`src/cdsr_pkg.sv`:
```
package cdsr_pkg;
    // ------------------------------------------------------------
    // Register map
    // ------------------------------------------------------------
    localparam int unsigned ADDR_W = 4;
    localparam int unsigned DATA_W = 16;
    localparam int unsigned BANK_W = 8;
    localparam int unsigned IRQ_W = 3;
    localparam logic [ADDR_W-1:0] OFS_PRIMARY = 4'h0;
    localparam logic [ADDR_W-1:0] OFS_SPECIAL = 4'h2;
    localparam logic [ADDR_W-1:0] OFS_IRQ_STAT = 4'h4;
    localparam logic [ADDR_W-1:0] OFS_IRQ_MASK = 4'h6;
    localparam logic [ADDR_W-1:0] OFS_MIRROR = 4'h0;
    localparam logic [ADDR_W-1:0] OFS_BANK_SEL = 4'he;
    localparam logic [BANK_W-1:0] BANK_CABLE = 8'h2f;
    localparam logic [BANK_W-1:0] BANK_EMPTY = 8'h30;
    localparam logic [BANK_W-1:0] BANK_MIRROR = 8'h31;

    // ------------------------------------------------------------
    // Field positions
    // ------------------------------------------------------------
    localparam int unsigned P_START = 15;
    localparam int unsigned P_OUT_LO = 13;
    localparam int unsigned P_SHORT = 12;
    localparam int unsigned S_POL = 5;
    localparam int unsigned S_MDI = 4;
    localparam int unsigned S_FORCE = 3;
    localparam int unsigned S_PWR = 2;
    localparam int unsigned S_LOOP = 1;
    localparam int unsigned M_SHORT = 15;
    localparam int unsigned M_START = 12;
    localparam int unsigned M_FORCE = 11;
    localparam int unsigned M_PWR = 10;
    localparam int unsigned M_LOOP = 9;
    localparam int unsigned IRQ_DONE = 0;
    localparam int unsigned IRQ_POL = 1;
    localparam int unsigned IRQ_MDI = 2;

    // ------------------------------------------------------------
    // Reset values
    // ------------------------------------------------------------
    localparam logic [BANK_W-1:0] BANK_RST = 8'h00;
    localparam logic FORCE_RST = 1'b0;
    localparam logic PWR_RST = 1'b1;
    localparam logic LOOP_RST = 1'b0;
    localparam logic [8:0] COUNT_RST = 9'h000;
    localparam logic [IRQ_W-1:0] IRQ_RST = 3'h0;

    typedef enum logic [1:0] {
        OUT_NORMAL = 2'b00,
        OUT_OPEN = 2'b01,
        OUT_SHORT = 2'b10,
        OUT_FAILED = 2'b11
    } cdsr_outcome_t;

    typedef enum logic [1:0] {
        ST_IDLE = 2'b00,
        ST_LAUNCH = 2'b01,
        ST_RUN = 2'b10
    } cdsr_state_t;

    typedef struct packed {
        logic short_near;
        cdsr_outcome_t outcome;
        logic [8:0] count;
    } cdsr_result_t;
endpackage

```
`src/cdsr_regs.sv`:
```
// Added by the designer: strobed register access.
`timescale 1ns/1ps
module cdsr_regs (
    input wire logic MCLK_IN, // 100 MHz clock
    input wire logic RST_IN, // Async reset, active high
    input wire logic [cdsr_pkg::ADDR_W-1:0] ADDR_IN, // Register offset
    input wire logic [cdsr_pkg::DATA_W-1:0] WDATA_IN, // Write data
    input wire logic WR_IN, // Write strobe
    input wire logic RD_IN, // Read strobe
    output logic [cdsr_pkg::DATA_W-1:0] RDATA_OUT, // Read data, cycle after strobe
    output logic IRQ_OUT, // Level interrupt
    output logic TEST_START_OUT, // One-cycle launch to measurement engine
    input wire logic TEST_DONE_IN, // One-cycle completion from engine
    input wire cdsr_pkg::cdsr_result_t TEST_RESULT_IN, // Result beside done
    input wire logic POL_REV_IN, // Receive polarity reversed, async
    input wire logic MDI_MODE_IN, // 1 = MDI, 0 = MDI-X, async
    output logic FORCE_LINK_OUT, // Treat link as passing
    output logic PWR_SAVE_DIS_OUT, // Power saving disabled
    output logic REMOTE_LOOP_OUT // Cable receive pair to transmit pair
);
    import cdsr_pkg::*;

    // ------------------------------------------------------------
    // Address decode
    // ------------------------------------------------------------
    function automatic logic hit(input logic [BANK_W-1:0] bank_v,
                                 input logic [BANK_W-1:0] want_bank,
                                 input logic [ADDR_W-1:0] addr_v,
                                 input logic [ADDR_W-1:0] want_addr);
        hit = (bank_v == want_bank) && (addr_v == want_addr);
    endfunction

    logic [BANK_W-1:0] bank_reg;
    cdsr_state_t state_reg;
    cdsr_result_t result_reg;
    logic force_reg;
    logic pwr_reg;
    logic loop_reg;
    logic [IRQ_W-1:0] irq_stat_reg;
    logic [IRQ_W-1:0] irq_stat_next;
    logic [IRQ_W-1:0] irq_mask_reg;
    logic irq_reg;
    logic [DATA_W-1:0] rdata_reg;
    logic pol_s1_reg;
    logic pol_s2_reg;
    logic pol_d_reg;
    logic mdi_s1_reg;
    logic mdi_s2_reg;
    logic mdi_d_reg;
    logic sel_prim;
    logic sel_spec;
    logic sel_mirr;
    logic sel_stat;
    logic sel_mask;
    logic sel_bank;
    logic ctrl_wr;
    logic start_req;
    logic start_bit;
    logic [DATA_W-1:0] prim_word;
    logic [DATA_W-1:0] spec_word;
    logic [DATA_W-1:0] mirr_word;

    assign sel_prim = hit(bank_reg, BANK_CABLE, ADDR_IN, OFS_PRIMARY);
    assign sel_spec = hit(bank_reg, BANK_CABLE, ADDR_IN, OFS_SPECIAL);
    assign sel_stat = hit(bank_reg, BANK_CABLE, ADDR_IN, OFS_IRQ_STAT);
    assign sel_mask = hit(bank_reg, BANK_CABLE, ADDR_IN, OFS_IRQ_MASK);
    assign sel_mirr = hit(bank_reg, BANK_MIRROR, ADDR_IN, OFS_MIRROR);
    // Bank select answers in every bank; other middle-bank offsets are dead
    assign sel_bank = (ADDR_IN == OFS_BANK_SEL);

    // ------------------------------------------------------------
    // Bank select
    // ------------------------------------------------------------
    always_ff @(posedge MCLK_IN or posedge RST_IN) begin
        if (RST_IN) begin
            bank_reg <= BANK_RST;
        end else if (WR_IN && sel_bank) begin
            bank_reg <= WDATA_IN[BANK_W-1:0];
        end
    end

    // ------------------------------------------------------------
    // Cable test sequencer
    // ------------------------------------------------------------
    // A zero written to the start bit never aborts a run in flight
    assign start_req = (WR_IN && sel_prim && WDATA_IN[P_START])
                     || (WR_IN && sel_mirr && WDATA_IN[M_START]);
    assign start_bit = (state_reg != ST_IDLE);
    assign TEST_START_OUT = (state_reg == ST_LAUNCH);

    always_ff @(posedge MCLK_IN or posedge RST_IN) begin
        if (RST_IN) begin
            state_reg <= ST_IDLE;
        end else begin
            case (state_reg)
                ST_IDLE: begin
                    if (start_req) begin
                        state_reg <= ST_LAUNCH;
                    end
                end
                ST_LAUNCH: begin
                    state_reg <= ST_RUN;
                end
                ST_RUN: begin
                    if (TEST_DONE_IN) begin
                        state_reg <= ST_IDLE;
                    end
                end
                default: begin
                    state_reg <= ST_IDLE;
                end
            endcase
        end
    end

    // Results change only when a run ends, so they are stable once start reads zero
    always_ff @(posedge MCLK_IN or posedge RST_IN) begin
        if (RST_IN) begin
            result_reg <= '{short_near: 1'b0, outcome: OUT_NORMAL, count: COUNT_RST};
        end else if (state_reg == ST_RUN && TEST_DONE_IN) begin
            result_reg <= TEST_RESULT_IN;
        end
    end

    // ------------------------------------------------------------
    // Line controls, shared by both aliases
    // ------------------------------------------------------------
    assign ctrl_wr = WR_IN && (sel_spec || sel_mirr);

    always_ff @(posedge MCLK_IN or posedge RST_IN) begin
        if (RST_IN) begin
            force_reg <= FORCE_RST;
            pwr_reg <= PWR_RST;
            loop_reg <= LOOP_RST;
        end else if (ctrl_wr) begin
            force_reg <= sel_spec ? WDATA_IN[S_FORCE] : WDATA_IN[M_FORCE];
            pwr_reg <= sel_spec ? WDATA_IN[S_PWR] : WDATA_IN[M_PWR];
            loop_reg <= sel_spec ? WDATA_IN[S_LOOP] : WDATA_IN[M_LOOP];
        end
    end

    assign FORCE_LINK_OUT = force_reg;
    assign PWR_SAVE_DIS_OUT = pwr_reg;
    assign REMOTE_LOOP_OUT = loop_reg;

    // ------------------------------------------------------------
    // Line status synchronisers
    // ------------------------------------------------------------
    always_ff @(posedge MCLK_IN or posedge RST_IN) begin
        if (RST_IN) begin
            pol_s1_reg <= 1'b0;
            pol_s2_reg <= 1'b0;
            pol_d_reg <= 1'b0;
            mdi_s1_reg <= 1'b0;
            mdi_s2_reg <= 1'b0;
            mdi_d_reg <= 1'b0;
        end else begin
            pol_s1_reg <= POL_REV_IN;
            pol_s2_reg <= pol_s1_reg;
            pol_d_reg <= pol_s2_reg;
            mdi_s1_reg <= MDI_MODE_IN;
            mdi_s2_reg <= mdi_s1_reg;
            mdi_d_reg <= mdi_s2_reg;
        end
    end

    // ------------------------------------------------------------
    // Interrupts
    // ------------------------------------------------------------
    // Set wins over a same-cycle write-one clear so no event is lost
    always_comb begin
        irq_stat_next = irq_stat_reg;
        if (WR_IN && sel_stat) begin
            irq_stat_next = irq_stat_reg & ~WDATA_IN[IRQ_W-1:0];
        end
        if (state_reg == ST_RUN && TEST_DONE_IN) begin
            irq_stat_next[IRQ_DONE] = 1'b1;
        end
        if (pol_s2_reg != pol_d_reg) begin
            irq_stat_next[IRQ_POL] = 1'b1;
        end
        if (mdi_s2_reg != mdi_d_reg) begin
            irq_stat_next[IRQ_MDI] = 1'b1;
        end
    end

    always_ff @(posedge MCLK_IN or posedge RST_IN) begin
        if (RST_IN) begin
            irq_stat_reg <= IRQ_RST;
            irq_mask_reg <= IRQ_RST;
            irq_reg <= 1'b0;
        end else begin
            irq_stat_reg <= irq_stat_next;
            if (WR_IN && sel_mask) begin
                irq_mask_reg <= WDATA_IN[IRQ_W-1:0];
            end
            irq_reg <= |(irq_stat_next & (WR_IN && sel_mask ? WDATA_IN[IRQ_W-1:0]
                                                             : irq_mask_reg));
        end
    end

    assign IRQ_OUT = irq_reg;

    // ------------------------------------------------------------
    // Read path
    // ------------------------------------------------------------
    always_comb begin
        prim_word = '0;
        prim_word[P_START] = start_bit;
        prim_word[P_OUT_LO+1:P_OUT_LO] = result_reg.outcome;
        prim_word[P_SHORT] = result_reg.short_near;
        prim_word[8:0] = result_reg.count;
        spec_word = '0;
        spec_word[S_POL] = pol_s2_reg;
        spec_word[S_MDI] = mdi_s2_reg;
        spec_word[S_FORCE] = force_reg;
        spec_word[S_PWR] = pwr_reg;
        spec_word[S_LOOP] = loop_reg;
        mirr_word = '0;
        mirr_word[M_SHORT] = result_reg.short_near;
        mirr_word[P_OUT_LO+1:P_OUT_LO] = result_reg.outcome;
        mirr_word[M_START] = start_bit;
        mirr_word[M_FORCE] = force_reg;
        mirr_word[M_PWR] = pwr_reg;
        mirr_word[M_LOOP] = loop_reg;
        mirr_word[8:0] = result_reg.count;
    end

    // Data stands only in the cycle after the strobe; unmapped reads return zero
    always_ff @(posedge MCLK_IN or posedge RST_IN) begin
        if (RST_IN) begin
            rdata_reg <= '0;
        end else if (!RD_IN) begin
            rdata_reg <= '0;
        end else if (sel_bank) begin
            rdata_reg <= {{(DATA_W-BANK_W){1'b0}}, bank_reg};
        end else if (sel_prim) begin
            rdata_reg <= prim_word;
        end else if (sel_spec) begin
            rdata_reg <= spec_word;
        end else if (sel_mirr) begin
            rdata_reg <= mirr_word;
        end else if (sel_stat) begin
            rdata_reg <= {{(DATA_W-IRQ_W){1'b0}}, irq_stat_reg};
        end else if (sel_mask) begin
            rdata_reg <= {{(DATA_W-IRQ_W){1'b0}}, irq_mask_reg};
        end else begin
            rdata_reg <= '0;
        end
    end

    assign RDATA_OUT = rdata_reg;
endmodule

```
`config.mk`:
```
export PLATFORM = sky130hd
export DESIGN_NAME = cdsr_regs
export DESIGN_NICKNAME = d
export VERILOG_FILES = /design/src/cdsr_pkg.sv /design/src/cdsr_regs.sv
export SDC_FILE = /design/constraint.sdc
export NUM_CORES = 1
export LEC_CHECK = 0
export ABC_AREA = 1
export BUFFER_PORTS_ARGS = -buffer_cell sky130_fd_sc_hd__buf_2
export CORE_MARGIN = 2
export CORE_UTILIZATION = 40
export CTS_CLUSTER_DIAMETER = 50
export DETAILED_ROUTE_END_ITERATION = 12
export PLACE_DENSITY_LB_ADDON = 0.08
export SYNTH_ARGS = -nofsm -noshare
export SYNTH_HDL_FRONTEND = slang
export SYNTH_SLANG_ARGS = --single-unit
```
`constraint.sdc`:
```
create_clock -name MCLK_IN -period 1.65 [get_ports MCLK_IN]
set_input_delay 0.4125 -clock MCLK_IN [delete_from_list [all_inputs] [get_ports MCLK_IN]]
set_output_delay 0.4125 -clock MCLK_IN [all_outputs]
set_load 0.03 [all_outputs]
```
==> flow_summary.toml <==
[run_status]
status = "finished, final reports clean"

[yosys]
syn_nets = 294
syn_inst = 255
ys_warn_count = 0
avgSynthCellArea_um2 = 9.46
ys_ff_latch = 54
synth_edf_count = 0
synth_area_um2 = 2410
synthDistinctLibCells = 28
yosysSeqAreaShare = 0.561
ys.flop_type = "dfrtp_1"
synthArstFlopShare = 1.00

[route]
drt_wl_total_um = 5340
wire_per_inst_um = 13.2
via_count = 1894
dr.pass1.iters = 4
drt-vias-per-instance = 4.69
drtIter0Drc = 71
drc = 0
final_antenna_net_count = 0

[clock_tree]
clkTransAtPathRegs_ns = 0.10
cts_tree = "built"
worstSkewPairLatency_ns = 0.31
cts_buffers = 5
cts.sink_count = 54
clockBufferDepth = 2
hold_buffers = 0
h-tree-depth = 2
root_buffer = "clkbuf_8"

[worst_setup_path]
slowest_delay_ns = 0.41
path_cells = "nor2_1 -> nand2_2 -> nor2_8 -> nand2_4 -> nand2_4 -> inv_2 -> or2_0 -> nand2_1 -> a21oi_2"
cpLargestDelayFamily = "simple AND/OR/NAND/NOR gates"
cpMaxStageDelayCell = "dfrtp_1"
critPathLaunchType = "flip-flop"
arrival_ns = 1.73
end_kind = "flip-flop"
crit_top_cell = "nand2_4"
crit_required_ns = 1.85
critPathBufInv = 1
worstPathMaxFanout = 6
critPathKind = "flip-flop to flip-flop"

[timing]
setup_viol = 0
finalClockSkew_ns = 0.00497
period_share = 0.931
worstMarginPinSlew_ns = 0.369
slew_headroom = 0.753
fin_hold_ws_ns = 0.160
slew_viol_final = 0
rsz0062_at_grt = "yes"
layout_min_cycle_time_ns = 1.54
hold_viol_final = 0
fmax_mhz = 651
layout_setup_ws_ns = 0.113

[placed_design]
port_buffers = 56
dp_hpwl_um = 4050
placed_cells = 395
place.gp.congestion = 0.796
place_ws_ns = -0.0290

[floorplanning]
core_area_um2 = 5890
die_h_um = 81.6
die_x_um = 81.6
io_pins = 60
std_cell_rows = 28
die-area_um2 = 6660
start_util = 0.410

[worst_hold_path]
holdCritPathClass = "input port to asynchronous set/reset pin"

[cells_and_area]
largest_reg_flops = 16
nets = 367
final_cells = 404
nFillCells = 586
antenna_cells = 0
drive_gt1_frac = 0.356
syn2layout_area_growth_pct = 25.2

[global_routing]
grt_pass1_vias = 1808
grt_remaining_overflow = 0
grt_pass1_wl_um = 8730
antenna_found_initial = 0
grt.total_usage = 0.174
grt_max_degree = 55

[power]
p_leak_nw = 1.62
power.density_nw_per_um2 = 870
ir_drop_v = 0.000363

[run]
max_cap_violations = 0
-- synthesized netlist by cell type, types with 4 or more instances --
cell type | count | area, um^2
dfrtp_1 | 53 | 1330
nand2_1 | 43 | 161
inv_1 | 32 | 120
nor2_1 | 25 | 93.8
o21ai_0 | 16 | 80.1
a21oi_1 | 14 | 70.1
mux2_2 | 8 | 90.1
nand3_1 | 7 | 35.0
o21ai_1 | 7 | 35.0
inv_2 | 6 | 22.5
nor2_2 | 5 | 31.3
nor3_1 | 5 | 25.0
nand2_2 | 4 | 25.0
-- worst reg2reg max path: stages, from the launching register on --
cell	delay, ns
dfrtp_1	0.41
nor2_1	0.17
nand2_2	0.11
nor2_8	0.15
nand2_4	0.11
nand2_4	0.09
inv_2	0.06
or2_0	0.19
nand2_1	0.08
a21oi_2	0.05
-- worst paths after layout --
kind | startpoint | endpoint | slack, ns | depth (start not counted)
max | bank_reg[6] | RDATA_OUT[1] | 0.11 | 9
min | RST_IN | mirr_word[8] | 0.16 | 3
max reg2reg | bank_reg[6] | RDATA_OUT[1] | 0.11 | 9
min reg2reg | mdi_s1_reg | mdi_s2_reg | 0.35 | 0
max in group asynchronous | RST_IN | PWR_SAVE_DIS_OUT | 1.19 | 3
min in group MCLK_IN | MDI_MODE_IN | mdi_s1_reg | 0.21 | 1
-- cell families after synthesis --
logic type / after synthesis / share of synthesized area
xor+xnor: 2 / 0.00727
compound gates: 49 / 0.114
simple gates: 101 / 0.216
flops: 54 / 0.561
mux: 8 / 0.0374
buf+inv: 41 / 0.0638
-- where the power goes --
part / internal [W] / switching [W] / total [W]
Clock: 0.000453 / 0.000436 / 0.000889
Combinational: 0.000106 / 0.000153 / 0.000259
Sequential: 0.00140 / 0.0000755 / 0.00148
Total: 0.00196 / 0.000665 / 0.00263
-- metrics by stage --
stage               power (W)  cell area [um^2]  TNS [ns]  utilization
detailed placement    0.00176              2880   -0.0376        0.489
floorplan             0.00164              2410         0            -
finish                0.00263              3020         0        0.513
global placement      0.00176              2880  -0.00489        0.489
CTS                   0.00265              2990         0        0.508
global route          0.00277              3020   -0.0266        0.513
-- cell usage in the layout, fill, tap and decap left out, drive strengths merged --
cell      netlist  routed
clkbuf          3       6
o21bai          2       2
bufinv          0       1
mux2            8       8
a211oi          2       2
nand2          50      50
dfrtp          53      53
nand3           9       9
o211ai          2       2
nor3            6       6
clkinvlp        0       2
buf             0      69
o21ai          23      23
nor2           32      32
dfstp           1       1
inv            38      37
nand4           3       3
a31oi           3       3
or2             1       1
xnor2           2       2
a21oi          17      17
-- area by class of cell --
cell class / count / area (um^2) / share of cell area
sequential: 54 / 1350 / 0.448
multi-input combinational: 160 / 925 / 0.306
timing repair buffer: 69 / 390 / 0.129
inverter: 38 / 146 / 0.0485
tap: 75 / 93.8 / 0.0311
clock buffer: 6 / 72.6 / 0.0240
clock inverter: 2 / 37.5 / 0.0124
-- layer usage --
metal / track usage / up-vias / part of all wire
met5: 0 / - / 0
met4: 0.0500 / 0 / 0.012
met3: 0.0396 / 6 / 0.055
met2: 0.277 / 45 / 0.46
met1: 0.241 / 880 / 0.47
li1: - / 963 / -
-- timing repair --
action / 4_1_cts / 5_1_grt
buffers inserted: 0 / 1
endpoints found under the setup margin: 0 / 7
resized for setup: 0 / 6
endpoints found under the hold margin: 0 / 0
Note: power is estimated with default switching activity, not from simulation.
